### src/hdl/umaf_pkg.sv
package umaf_pkg;
  // ****************************************************
  // register map and reset values
  // ****************************************************
  localparam logic [7:0] OWN_ADDR_OFS = 8'ha9;
  localparam logic [7:0] ADDR_MASK_OFS = 8'hb9;
  localparam logic [7:0] OWN_ADDR_RST = 8'h00;
  localparam logic [7:0] ADDR_MASK_RST = 8'h00;

  // ****************************************************
  // serial port modes
  // ****************************************************
  localparam logic [1:0] MODE_SHIFT = 2'h0;
  localparam logic [1:0] MODE_TEN = 2'h1;
  localparam logic [1:0] MODE_ELEVEN_A = 2'h2;
  localparam logic [1:0] MODE_ELEVEN_B = 2'h3;

  // ****************************************************
  // carriers
  // ****************************************************
  typedef struct packed {
    logic [7:0] data;
    logic bit9;
  } umaf_frame_s;

  typedef struct packed {
    logic [7:0] own_addr;
    logic [7:0] addr_mask;
  } umaf_addr_s;

  typedef struct packed {
    umaf_addr_s addr;
    logic [7:0] serial_buffer;
    logic rx_ninth_bit;
    logic rx_done_flag;
  } umaf_state_s;
endpackage : umaf_pkg

### src/hdl/umaf_match.sv
`timescale 1ns/100ps
`default_nettype none
// ****************************************************
// address comparator: given and broadcast matches
// ****************************************************
module umaf_match #(
  parameter int W = 8
) (
  input wire logic [W-1:0] rx_byte,
  input wire logic [W-1:0] own_addr,
  input wire logic [W-1:0] addr_mask,
  output logic given_hit,
  output logic bcast_hit
);
  logic [W-1:0] bcast;

  // masked compare and broadcast compare
  always_comb begin
    bcast = own_addr | addr_mask;
    given_hit = ((rx_byte ^ own_addr) & addr_mask) == '0;
    bcast_hit = (rx_byte & bcast) == bcast;
  end
endmodule // umaf_match
`default_nettype wire

### src/hdl/umaf_filter.sv
// Behaviour
// - filter in ten- and eleven-bit modes; shift mode ignores
// - store ninth received bit after nine bits
// - enable set: only ninth-bit-one frames flag
// - master sends address ninth=1, data ninth=0
// - enable set, ten-bit mode: flag only with valid stop
// - enable set: flag only on address match
// - ten-bit mode: stop bit marks address frame
// - given address is own AND mask
// - broadcast address is own OR mask
// - reset clears own address and mask
// - own address register eight bits at a9
// - mask register eight bits at b9
// - load only if flag clear and condition met
`timescale 1ns/100ps
`default_nettype none
module umaf_filter (
  input wire logic sys_clk,
  input wire logic nrst,
  input wire logic [1:0] serial_mode,
  input wire logic multiproc_enable,
  input wire logic frame_valid,
  input wire umaf_pkg::umaf_frame_s frame_in,
  input wire logic sfr_wr,
  input wire logic sfr_rd,
  input wire logic [7:0] sfr_addr,
  input wire logic [7:0] sfr_wdata,
  input wire logic rx_done_clr,
  output logic [7:0] sfr_rdata,
  output logic sfr_hit,
  output logic [7:0] serial_buffer,
  output logic rx_ninth_bit,
  output logic rx_done_flag
);
  umaf_pkg::umaf_state_s st_ff;
  umaf_pkg::umaf_state_s nxt_st;
  logic given_hit;
  logic bcast_hit;
  logic eleven;
  logic ten;
  logic marker;
  logic cond_ok;
  logic accept;

  // ****************************************************
  // register address decode
  // ****************************************************
  // one decoder shared by the write path, read mux and read checks
  function automatic logic reg_sel(input logic [7:0] a,
    input logic [7:0] ofs);
    return a == ofs;
  endfunction

  // ****************************************************
  // address comparator
  // ****************************************************
  umaf_match #(.W(8)) u_match (
    .rx_byte(frame_in.data),
    .own_addr(st_ff.addr.own_addr),
    .addr_mask(st_ff.addr.addr_mask),
    .given_hit(given_hit),
    .bcast_hit(bcast_hit)
  );

  // ****************************************************
  // acceptance decision
  // ****************************************************
  // in ten-bit mode the stop bit arrives in bit9
  always_comb begin
    eleven = (serial_mode == umaf_pkg::MODE_ELEVEN_A) ||
      (serial_mode == umaf_pkg::MODE_ELEVEN_B);
    ten = serial_mode == umaf_pkg::MODE_TEN;
    marker = frame_in.bit9;
    if (!multiproc_enable || !(eleven || ten)) begin
      cond_ok = 1'b1;
    end else begin
      cond_ok = marker && (given_hit || bcast_hit);
    end
    accept = frame_valid && !st_ff.rx_done_flag && cond_ok;
  end

  // ****************************************************
  // next state
  // ****************************************************
  always_comb begin
    nxt_st = st_ff;
    if (sfr_wr && reg_sel(sfr_addr, umaf_pkg::OWN_ADDR_OFS)) begin
      nxt_st.addr.own_addr = sfr_wdata;
    end
    if (sfr_wr && reg_sel(sfr_addr, umaf_pkg::ADDR_MASK_OFS)) begin
      nxt_st.addr.addr_mask = sfr_wdata;
    end
    if (rx_done_clr) begin
      nxt_st.rx_done_flag = 1'b0;
    end
    // set wins over clear
    if (accept) begin
      nxt_st.serial_buffer = frame_in.data;
      nxt_st.rx_ninth_bit = frame_in.bit9;
      nxt_st.rx_done_flag = 1'b1;
    end
  end

  // state register, synchronous reset
  always_ff @(posedge sys_clk) begin
    if (!nrst) begin
      st_ff.addr.own_addr <= umaf_pkg::OWN_ADDR_RST;
      st_ff.addr.addr_mask <= umaf_pkg::ADDR_MASK_RST;
      st_ff.serial_buffer <= 8'h00;
      st_ff.rx_ninth_bit <= 1'b0;
      st_ff.rx_done_flag <= 1'b0;
    end else begin
      st_ff <= nxt_st;
    end
  end

  // ****************************************************
  // outputs
  // ****************************************************
  // read mux, combinational
  always_comb begin
    sfr_hit = reg_sel(sfr_addr, umaf_pkg::OWN_ADDR_OFS) ||
      reg_sel(sfr_addr, umaf_pkg::ADDR_MASK_OFS);
    sfr_rdata = 8'h00; // other addresses read zero
    if (sfr_rd && reg_sel(sfr_addr, umaf_pkg::OWN_ADDR_OFS)) begin
      sfr_rdata = st_ff.addr.own_addr;
    end else if (sfr_rd && reg_sel(sfr_addr, umaf_pkg::ADDR_MASK_OFS)) begin
      sfr_rdata = st_ff.addr.addr_mask;
    end
  end

  assign serial_buffer = st_ff.serial_buffer;
  assign rx_ninth_bit = st_ff.rx_ninth_bit;
  assign rx_done_flag = st_ff.rx_done_flag;

  // ****************************************************
  // checks
  // ****************************************************
  // shift mode ignores the enable bit
  chk_shift_unfiltered: assert property (
    @(posedge sys_clk) disable iff (!nrst)
    frame_valid && serial_mode == umaf_pkg::MODE_SHIFT && !rx_done_flag
      |=> rx_done_flag)
    else $error("shift mode frame not accepted");
  // ninth bit follows every accepted frame
  chk_ninth_stored: assert property (
    @(posedge sys_clk) disable iff (!nrst)
    accept |=> rx_ninth_bit == $past(frame_in.bit9))
    else $error("ninth bit not stored");
  // data frames stay silent while filtering
  chk_data_frame_dropped: assert property (
    @(posedge sys_clk) disable iff (!nrst)
    frame_valid && multiproc_enable && eleven && !frame_in.bit9 &&
      !rx_done_flag && !rx_done_clr |=> !rx_done_flag)
    else $error("data frame raised flag");
  // enable low: every frame into a free buffer lands
  chk_filter_off: assert property (
    @(posedge sys_clk) disable iff (!nrst)
    frame_valid && !multiproc_enable && !rx_done_flag |=> rx_done_flag &&
      serial_buffer == $past(frame_in.data))
    else $error("unfiltered frame not accepted");
  // ten-bit mode: a bad stop bit is dropped
  chk_bad_stop: assert property (
    @(posedge sys_clk) disable iff (!nrst)
    frame_valid && multiproc_enable && ten && !frame_in.bit9 &&
      !rx_done_flag && !rx_done_clr |=> !rx_done_flag)
    else $error("invalid stop raised flag");
  // ten-bit mode: good stop plus match is taken
  chk_ten_accept: assert property (
    @(posedge sys_clk) disable iff (!nrst)
    frame_valid && multiproc_enable && ten && frame_in.bit9 &&
      (given_hit || bcast_hit) && !rx_done_flag |=> rx_done_flag)
    else $error("ten-bit address frame not accepted");
  // no match: buffer and flag untouched
  chk_addr_mismatch: assert property (
    @(posedge sys_clk) disable iff (!nrst)
    frame_valid && multiproc_enable && (eleven || ten) && !given_hit &&
      !bcast_hit && !rx_done_flag |=> !rx_done_flag &&
      $stable(serial_buffer))
    else $error("mismatched address loaded");
  // given match loads the address frame
  chk_given_accept: assert property (
    @(posedge sys_clk) disable iff (!nrst)
    frame_valid && multiproc_enable && eleven && frame_in.bit9 &&
      given_hit && !rx_done_flag |=> rx_done_flag &&
      serial_buffer == $past(frame_in.data))
    else $error("given address frame not loaded");
  // broadcast match loads the address frame
  chk_bcast_accept: assert property (
    @(posedge sys_clk) disable iff (!nrst)
    frame_valid && multiproc_enable && eleven && frame_in.bit9 &&
      bcast_hit && !rx_done_flag |=> rx_done_flag &&
      serial_buffer == $past(frame_in.data))
    else $error("broadcast address frame not loaded");
  // comparator against an independent form, while a frame is present
  chk_given_match: assert property (
    @(posedge sys_clk) disable iff (!nrst)
    frame_valid |-> given_hit == ((frame_in.data & st_ff.addr.addr_mask) ==
      (st_ff.addr.own_addr & st_ff.addr.addr_mask)))
    else $error("given match wrong");
  chk_bcast_match: assert property (
    @(posedge sys_clk) disable iff (!nrst)
    frame_valid |-> bcast_hit ==
      (&(frame_in.data | ~(st_ff.addr.own_addr | st_ff.addr.addr_mask))))
    else $error("broadcast match wrong");
  // reset clears both address registers
  chk_reset_clear: assert property (
    @(posedge sys_clk)
    !nrst |=> st_ff.addr.own_addr == umaf_pkg::OWN_ADDR_RST &&
      st_ff.addr.addr_mask == umaf_pkg::ADDR_MASK_RST)
    else $error("address regs not cleared");
  // register writes land one cycle later
  chk_own_write: assert property (
    @(posedge sys_clk) disable iff (!nrst)
    sfr_wr && sfr_addr == umaf_pkg::OWN_ADDR_OFS |=>
      st_ff.addr.own_addr == $past(sfr_wdata))
    else $error("own address write lost");
  chk_mask_write: assert property (
    @(posedge sys_clk) disable iff (!nrst)
    sfr_wr && sfr_addr == umaf_pkg::ADDR_MASK_OFS |=>
      st_ff.addr.addr_mask == $past(sfr_wdata))
    else $error("mask write lost");
  // reads of unknown addresses return zero
  chk_read_refused: assert property (
    @(posedge sys_clk) disable iff (!nrst)
    sfr_rd && !sfr_hit |-> sfr_rdata == 8'h00)
    else $error("unmapped read not zero");
  chk_own_read: assert property (
    @(posedge sys_clk) disable iff (!nrst)
    sfr_rd && reg_sel(sfr_addr, umaf_pkg::OWN_ADDR_OFS) |->
      sfr_rdata == st_ff.addr.own_addr)
    else $error("own address read wrong");
  // full buffer keeps its byte and flag
  chk_full_hold: assert property (
    @(posedge sys_clk) disable iff (!nrst)
    rx_done_flag && !rx_done_clr ##1 frame_valid |=> $stable(serial_buffer))
    else $error("buffer overwritten while flag set");
  chk_flag_hold: assert property (
    @(posedge sys_clk) disable iff (!nrst)
    rx_done_flag && !rx_done_clr |=> rx_done_flag)
    else $error("flag dropped without clear");
  chk_flag_clear: assert property (
    @(posedge sys_clk) disable iff (!nrst)
    rx_done_clr && !accept |=> !rx_done_flag)
    else $error("flag clear lost");
endmodule // umaf_filter
`default_nettype wire

### config.mk
export PLATFORM = sky130hd
export DESIGN_NAME = umaf_filter
export DESIGN_NICKNAME = d
export VERILOG_FILES = /design/src/hdl/umaf_pkg.sv /design/src/hdl/umaf_match.sv /design/src/hdl/umaf_filter.sv
export SDC_FILE = /design/constraint.sdc
export NUM_CORES = 1
export LEC_CHECK = 0
export ABC_CLOCK_PERIOD_IN_PS = 1400
export CAP_MARGIN = 30
export CELL_PAD_IN_SITES_DETAIL_PLACEMENT = 0
export CELL_PAD_IN_SITES_GLOBAL_PLACEMENT = 1
export CORE_UTILIZATION = 40
export CTS_BUF_LIST = sky130_fd_sc_hd__clkbuf_8 sky130_fd_sc_hd__clkbuf_16
export CTS_CLUSTER_SIZE = 8
export DETAILED_ROUTE_END_ITERATION = 8
export DONT_BUFFER_PORTS = 1
export GPL_TIMING_DRIVEN = 1
export PLACE_DENSITY_LB_ADDON = 0.1
export SLEW_MARGIN = 20
export SYNTH_ARGS = -nofsm -noshare
export SYNTH_HDL_FRONTEND = slang
export SYNTH_SLANG_ARGS = --single-unit
### constraint.sdc
create_clock -name sys_clk -period 1.4 [get_ports sys_clk]
set_input_delay 0.14 -clock sys_clk [delete_from_list [all_inputs] [get_ports sys_clk]]
set_output_delay 0.14 -clock sys_clk [all_outputs]
set_load 0.01 [all_outputs]
==> flow_summary_export.csv, run 1 <==
group,metric,value,unit
layout,design_area,1600,µm²
global_route,grt_max_degree,36,
layout,num_antenna_cells,0,
route,detailroute.via_count,1135,
placed_design,buffer_ports.inserted,0,
layout,final_util,50.9,%
hold_path,hold_path_end,"st_ff[18]$_SDFFE_PN0P_",
worst_setup_path,critical_path_arrival,1.71,ns
clock_tree,tritoncts,"done",
logic_synthesis,ys_warn_count,0,
route,post_drt_via_cell_ratio,5.23,
placed_design,placement.cell_area,1530,µm²
route,routed_wire_length_per_instance,14.8,µm
worst_setup_path,worst_r2r_startpoint,"st_ff[19]$_SDFFE_PN0P_",
global_route,grt_antenna_before_repair,0,
logic_synthesis,synth_top_cell_area_share,37.9,%
worst_setup_path,crit_fanout,5,
placed_design,gp_congestion,0.813,
logic_synthesis,yosysSeqAreaShare,37.9,%
worst_setup_path,critPathMaxStageDelay,0.34,ns
sta,timing_worst_slew_pin_value,0.263,ns
clock_tree,insertion_delay,0.26,ns
sta,skew,0.00187,ns
global_route,groute.usage.overall,17.7,%
sta,timing.final.crit_share,109,%
logic_synthesis,syn_inst,158,
worst_setup_path,slowest_stage,"sky130_fd_sc_hd__dfxtp_1",
floorplan,pin_count,53,
route,drt_pre_antenna_iters,4,
power_and_ir_drop,p_leak,0.000614,µW
clock_tree,clock_sinks,26,
clock_tree,ctsRootBufferMaster,"sky130_fd_sc_hd__clkbuf_8",
floorplan,floorplan.die_area,3670,µm²
route,post-route-drc-count,0,
placed_design,dp_worst_setup_slack,-0.0914,ns
floorplan,cell_rows,20,
logic_synthesis,synth_top_cells_by_area,"sky130_fd_sc_hd__dfxtp_1, sky130_fd_sc_hd__mux2i_1, sky130_fd_sc_hd__nand2_1",
layout,layout.filler_cells,323,
sta,finalCriticalPeriod,1.52,ns
hold_path,min-delay-start,"sfr_wdata[0]",
power_and_ir_drop,peakVddDrop,498,µV
layout,most-common-layout-cells,"sky130_fd_sc_hd__nand2_1, sky130_fd_sc_hd__buf_4, sky130_fd_sc_hd__dfxtp_1",
logic_synthesis,synth_cell_type_count,27,
route,totalWireLength,3200,µm
sta,max_freq,0.656,GHz
route,route.antenna.remaining_nets,0,
floorplan,dieHeight,60.6,µm
sta,finalMaxSlewViolations,0,
logic_synthesis,postSynthRegisterBits,26,
sta,timing.slew.headroom,82.3,%
worst_setup_path,worstPathCellList,"xor2_1 > a22oi_1 > and4_1 > o31a_1 > buf_6 > mux2i_1",
power_and_ir_drop,finalPower,1290,µW
layout,areaGrowthSynthToFinish,16.9,%
run_status,violations,"setup timing",
clock_tree,cts_buffers,3,
layout,layout.nets,209,
global_route,globalRouteOverflowTotal,0,
logic_synthesis,synthesis.nets,192,
hold_path,hold_depth,2,
flow_run,cap_viol_max_count,0,
floorplan,design.core.area,3150,µm²
worst_setup_path,r2r-end,"serial_buffer[6]$_SDFFE_PN0P_",
global_route,wire_length_of_the_first_global_routing_pass,4760,µm
hold_path,hp-class,"primary input to flop",
power_and_ir_drop,pwr_density_cell,802,nW/µm²
clock_tree,cts_post_setup_buffers_inserted,0,
clock_tree,clkSlewWorstSetupHoldPaths,0.08,ns
worst_setup_path,cp-start-kind,"flop",
logic_synthesis,synth_largest_area_cell,"sky130_fd_sc_hd__dfxtp_1",
floorplan,dieWidth,60.6,µm
sta,timing.final.setup_violations,10,
floorplan,floorplan.initialDensity,43.5,%
worst_setup_path,worst-setup-path-type,"flop to flop",
clock_tree,cts_buffer_depth,2,
worst_setup_path,critPathRequiredTime,1.59,ns
global_route,via_count_of_the_first_global_routing_pass,1049,
logic_synthesis,synthesis.area_per_instance,8.69,µm²
layout,post_route_cells_drive_above_1_share,20.8,%
worst_setup_path,reg2reg_slack,-0.12,ns
clock_tree,htreeDepth,1,
sta,grt_setup_unrepaired,"yes",
placed_design,detailed_place_hpwl,2440,µm
layout,layout.cells.most_common,"sky130_fd_sc_hd__nand2_1",
route,detail_route.iter0.violations,90,
worst_setup_path,setup.worst_path.end_class,"flop",
logic_synthesis,netlist_area,1370,µm²
sta,timing.final.hold_violations,0,
sta,layout_setup_ws,-0.123,ns
run_status,status,"finished, violations left",
worst_setup_path,worst_reg2reg_path_depth,6,
sta,hold-worst-slack,0.00752,ns
[worst max-delay path: cells and delay by family (launching register included)]
family | cells | cell delay, ns
AOI/OAI and AO/OA | 2 | 0.39
xor gates and xnor gates | 1 | 0.16
buffers and inverters | 1 | 0.15
DFF | 1 | 0.34
muxes | 1 | 0.19
and+or+nand+nor | 1 | 0.22
[cells by family (layout without fill, tap and decap cells)]
kind of cell	after synthesis	after routing	synth area share [%]
AOI/OAI and AO/OA	27	27	15.1
xor gates and xnor gates	8	8	5.11
DFF	26	26	37.9
and+or+nand+nor	66	66	22.9
muxes	17	17	12.4
buffers and inverters	14	29	6.56
[metal layers]
metal	global-route usage, %	up-vias	wire length [µm]
met2	30.9	34	1570
met5	0	-	0
li1	-	572	-
met3	7.25	4	246
met4	1.95	0	31
met1	21.2	525	1350
[area by class of cell]
cell class	instances	area [µm²]	share of cell area, %
Clock buffer	3	41.3	2.57
Inverter	1	3.75	0.234
Multi-Input combinational cell	118	762	47.5
Sequential cell	26	529	33.0
Tap cell	44	55.1	3.43
Timing Repair Buffer	25	213	13.3
[synthesized netlist by cell type]
library cell               count
sky130_fd_sc_hd__a21boi_0      8
sky130_fd_sc_hd__a22o_1        7
sky130_fd_sc_hd__a22o_2        1
sky130_fd_sc_hd__a22oi_1       4
sky130_fd_sc_hd__and3_1        1
sky130_fd_sc_hd__and3b_1       1
sky130_fd_sc_hd__and4_1        1
sky130_fd_sc_hd__and4bb_2      1
sky130_fd_sc_hd__buf_4         8
sky130_fd_sc_hd__buf_6         1
sky130_fd_sc_hd__clkbuf_1      4
sky130_fd_sc_hd__dfxtp_1      26
sky130_fd_sc_hd__inv_1         1
sky130_fd_sc_hd__mux2i_1      17
sky130_fd_sc_hd__nand2_1      34
sky130_fd_sc_hd__nand3_1       1
sky130_fd_sc_hd__nand4_1       2
sky130_fd_sc_hd__nor2_1       12
sky130_fd_sc_hd__nor2_4        1
sky130_fd_sc_hd__nor2b_1      10
sky130_fd_sc_hd__nor3b_1       1
sky130_fd_sc_hd__nor4_1        1
sky130_fd_sc_hd__o21a_1        1
sky130_fd_sc_hd__o21ai_0       1
sky130_fd_sc_hd__o22ai_1       4
sky130_fd_sc_hd__o31a_1        1
sky130_fd_sc_hd__xor2_1        8
[timing repair]
item / in CTS / in global routing
hold endpoints to repair: 1 / 1
hold buffers: 1 / 1
resized for setup: 2 / 2
pin swaps: 1 / 6
setup endpoints to repair: 9 / 10
[how the worst max path moves through the flow]
stage	cells after the start	startpoint	endpoint	slack, ns
after detailed placement	6	st_ff[21]$_SDFFE_PN0P_	serial_buffer[2]$_SDFFE_PN0P_	-0.09
after global routing	6	st_ff[21]$_SDFFE_PN0P_	serial_buffer[2]$_SDFFE_PN0P_	-0.21
after global placement	6	st_ff[22]$_SDFFE_PN0P_	serial_buffer[7]$_SDFFE_PN0P_	-0.05
after CTS	6	st_ff[22]$_SDFFE_PN0P_	rx_ninth_bit$_SDFFE_PN0P_	-0.10
after floorplan	6	st_ff[25]$_SDFFE_PN0P_	rx_done_flag$_SDFFE_PN0P_	-0.004
final	6	st_ff[19]$_SDFFE_PN0P_	serial_buffer[6]$_SDFFE_PN0P_	-0.12
[sequential cells by signal, indices dropped and copies added, names as in the netlist]
| name | cells |
|---|---|
| rx_done_flag | 1 |
| rx_ninth_bit | 1 |
| serial_buffer | 8 |
| st_ff | 16 |
[through the flow]
step	instances	setup TNS, ns
finish	217	-0.961
global route	217	-1.81
CTS	216	-0.725
detailed placement	212	-0.666
global placement	212	-0.377
floorplan	158	-0.00414
[power breakdown]
part | leakage (µW) | switching (µW) | internal (µW)
sequential | 0.000215 | 23.7 | 760
clock | 0.0000216 | 217 | 192
combinational | 0.000377 | 36.5 | 56.6
No activity file was read; power rests on OpenSTA's default activity.
==> run 2, diff against run 1 <==
- ABC_AREA: not set -> 1
- CORE_UTILIZATION: 40 -> 38
==> run 2 against run 1 <==
Effect of this change: the run now ends clean; final area up 9.6%; clock power rose by 52%; sequential share of layout area fell by 2.9 points; largest power group unchanged; register-to-register slack gained 0.21 ns; area after synthesis grew 5.6%; die area increased by 11%; critical path type is now primary input to output port; wire length up 9.2%; count of clock-buffer cells in the layout is the same.
==> flow_summary_export.csv, run 2 <==
group,metric,value,unit
worst_setup_path,cp-start-kind,"primary input",
logic_synthesis,synth_enable_flop_cells,0,
clock_tree,ctsRootBufferMaster,"sky130_fd_sc_hd__clkbuf_8",
layout,reg_with_most_ffs,"st_ff",
sta,timing_worst_slew_pin_value,0.808,ns
sta,layout_setup_ws,0.0516,ns
layout,top_regs,"st_ff (16), serial_buffer (8)",
route,routed_wire_length_per_instance,13.0,µm
sta,finalMaxSlewViolations,0,
layout,post_route_cells_drive_above_1_share,27.7,%
logic_synthesis,yosysSeqAreaShare,35.9,%
route,post-route-drc-count,0,
clock_tree,cts_buffer_depth,2,
placed_design,dp_worst_setup_slack,0.0453,ns
logic_synthesis,synth_top_cells_by_count,"sky130_fd_sc_hd__nand2_1, sky130_fd_sc_hd__inv_1, sky130_fd_sc_hd__dfxtp_1",
route,totalWireLength,3500,µm
sta,timing.final.crit_share,96.3,%
placed_design,detailed_place_hpwl,2420,µm
worst_setup_path,worst-setup-path-type,"primary input to output port",
logic_synthesis,ys_warn_count,0,
clock_tree,tritoncts,"done",
global_route,grt_max_degree,23,
logic_synthesis,synth_async_sr_flop_share,0,%
power_and_ir_drop,pwr_density_cell,904,nW/µm²
worst_setup_path,critPathRequiredTime,1.26,ns
worst_setup_path,crit_fanout,8,
layout,most-common-layout-cells,"sky130_fd_sc_hd__nand2_1, sky130_fd_sc_hd__a21oi_1, sky130_fd_sc_hd__inv_1",
worst_setup_path,critical_path_arrival,1.21,ns
logic_synthesis,synthesis.nets,247,
logic_synthesis,synth_mux_area_share,0,%
logic_synthesis,synth_xor_area_share,0,%
flow_run,cap_viol_max_count,0,
clock_tree,clock_sinks,26,
global_route,globalRouteOverflowTotal,0,
worst_setup_path,top_delay_family_on_crit_path,"simple AND/OR/NAND/NOR gates",
clock_tree,insertion_delay,0.27,ns
sta,skew,0.00805,ns
power_and_ir_drop,peakVddDrop,479,µV
floorplan,floorplan.die_area,4060,µm²
logic_synthesis,synthesis.area_per_instance,6.80,µm²
global_route,via_count_of_the_first_global_routing_pass,1283,
layout,layout.nets,255,
global_route,groute.usage.overall,17.6,%
placed_design,gp_congestion,0.713,
worst_setup_path,slowest_stage,"sky130_fd_sc_hd__nor4_4",
logic_synthesis,synth_top_cells_by_area,"sky130_fd_sc_hd__dfxtp_1, sky130_fd_sc_hd__nand2_1, sky130_fd_sc_hd__a21oi_1",
sta,grt_setup_unrepaired,"yes",
worst_setup_path,critical_path.most_common_cell,"sky130_fd_sc_hd__buf_6",
layout,largest_register_ff_count,16,
placed_design,placed_cells_incl_taps,258,
layout,num_antenna_cells,0,
logic_synthesis,synth_largest_area_cell,"sky130_fd_sc_hd__dfxtp_1",
clock_tree,clkSlewWorstSetupHoldPaths,0.09,ns
route,detailroute.via_count,1361,
layout,areaGrowthSynthToFinish,21.3,%
worst_setup_path,worstPathCellList,"inv_8 > nor2_4 > nand2_2 > nor4_4 > nand3_1 > buf_6 > o22ai_4 > buf_6",
layout,final-instance-count-excl-fill,268,
sta,max_freq,0.742,GHz
floorplan,design.core.area,3660,µm²
floorplan,dieHeight,63.8,µm
sta,timing.slew.headroom,46.1,%
logic_synthesis,netlist_area,1450,µm²
sta,finalCriticalPeriod,1.35,ns
worst_setup_path,critical_path_buf_inv_count,3,
logic_synthesis,yosys.area_share.adder,0,%
logic_synthesis,syn_inst,213,
floorplan,cell_rows,22,
route,detail_route.iter0.violations,37,
floorplan,pin_count,53,
sta,timing.final.setup_violations,0,
logic_synthesis,synth_cell_type_count,23,
logic_synthesis,synth-compound-area-share,21.9,%
logic_synthesis,largest_family_of_logic_cells_by_synthesized_area,"simple AND/OR/NAND/NOR gates",
hold_path,hp-class,"primary input to flop",
logic_synthesis,synth_top_flop_cell,"sky130_fd_sc_hd__dfxtp_1",
floorplan,dieWidth,63.8,µm
sta,timing.final.hold_violations,0,
worst_setup_path,critPathMaxStageDelay,0.30,ns
logic_synthesis,postSynthRegisterBits,26,
power_and_ir_drop,p_leak,0.000725,µW
logic_synthesis,yosysMostFrequentCell,"sky130_fd_sc_hd__nand2_1",
placed_design,buffer_ports.inserted,0,
route,route.antenna.remaining_nets,0,
route,drt_pre_antenna_iters,4,
clock_tree,cts_buffers,3,
worst_setup_path,setup.worst_path.end_class,"output port",
global_route,wire_length_of_the_first_global_routing_pass,5580,µm
floorplan,floorplan.initialDensity,39.6,%
run_status,status,"completed",
logic_synthesis,synth-simple-area-share,26.1,%
layout,layout.cells.most_common,"sky130_fd_sc_hd__nand2_1",
clock_tree,htreeDepth,1,
route,post_drt_via_cell_ratio,5.08,
global_route,grt_antenna_before_repair,0,
logic_synthesis,synth_top_cell_area_share,35.9,%
[run 2: cell types whose count changed after synthesis, sizes merged, moves of 7 or more]
cell and delta:
a22o -8, mux2i -17, xor2 -8, a21boi -7
inv +31, nand2 +7, nor2b -10, o21ai +23
a21oi +25, nand3 +20
[run 2: final cells by class]
| type | count | area [µm²] |
|---|---|---|
| timing repair buffer | 15 | 131 |
| clock inverter | 1 | 30.0 |
| clock buffer | 3 | 41.3 |
| inverter | 32 | 135 |
| fill | 373 | 1900 |
| sequential | 26 | 529 |
| multi-input combinational | 143 | 831 |
| tap | 48 | 60.1 |
[run 2: kinds of logic (layout without fill, tap and decap cells)]
group | count (synthesis) | after routing
buffers and inverters | 46 | 51
and+or+nand+nor | 82 | 84
DFF | 26 | 26
AOI/OAI and AO/OA | 59 | 59
[run 2: report_power, final]
part | total, µW | leakage (µW) | internal (µW) | switching, µW
registers | 797 | 0.000215 | 767 | 30.2
clock network | 624 | 0.0000357 | 383 | 241
logic | 168 | 0.000474 | 66.5 | 101
[run 2: per-stage QoR]
stage	util (%)	power [µW]	setup TNS, ns	area, µm²	hold slack [ns]
6_report	48.0	1590	0	1760	0.0196
2_1_floorplan	-	958	0	1450	0.278
5_1_grt	48.0	1660	-0.439	1760	0.00640
4_1_cts	42.9	1580	0	1570	0.00837
3_5_place_dp	40.4	941	0	1480	0.260
3_3_place_gp	40.4	937	0	1480	0.256
[run 2: routing by layer]
metal / wire, µm / track usage (%) / vias up
li1: - / - / 710
met1: 1540 / 21.6 / 614
met2: 1720 / 28.9 / 35
met3: 220 / 5.71 / 2
met4: 20 / 5.97 / 0
met5: 0 / 0 / -
[run 2: timing repair]
| action | in CTS | in global routing |
|---|---|---|
| hold buffers | 2 | 0 |
| setup buffers | 0 | 2 |
| setup endpoints to repair | 0 | 24 |
| resized for setup | 0 | 51 |
| hold endpoints to repair | 22 | 0 |
[run 2: final timing paths]
path,start,end,slack [ns],cells past startpoint
setup / recovery,sfr_addr[7],sfr_rdata[3],0.05,8
hold / removal,nrst,rx_done_flag$_SDFFE_PN0P_,0.02,1
setup reg to reg,st_ff[22]$_SDFFE_PN0P_,serial_buffer[7]$_SDFFE_PN0P_,0.09,12
hold reg to reg,st_ff[18]$_SDFFE_PN0P_,st_ff[18]$_SDFFE_PN0P_,0.48,2
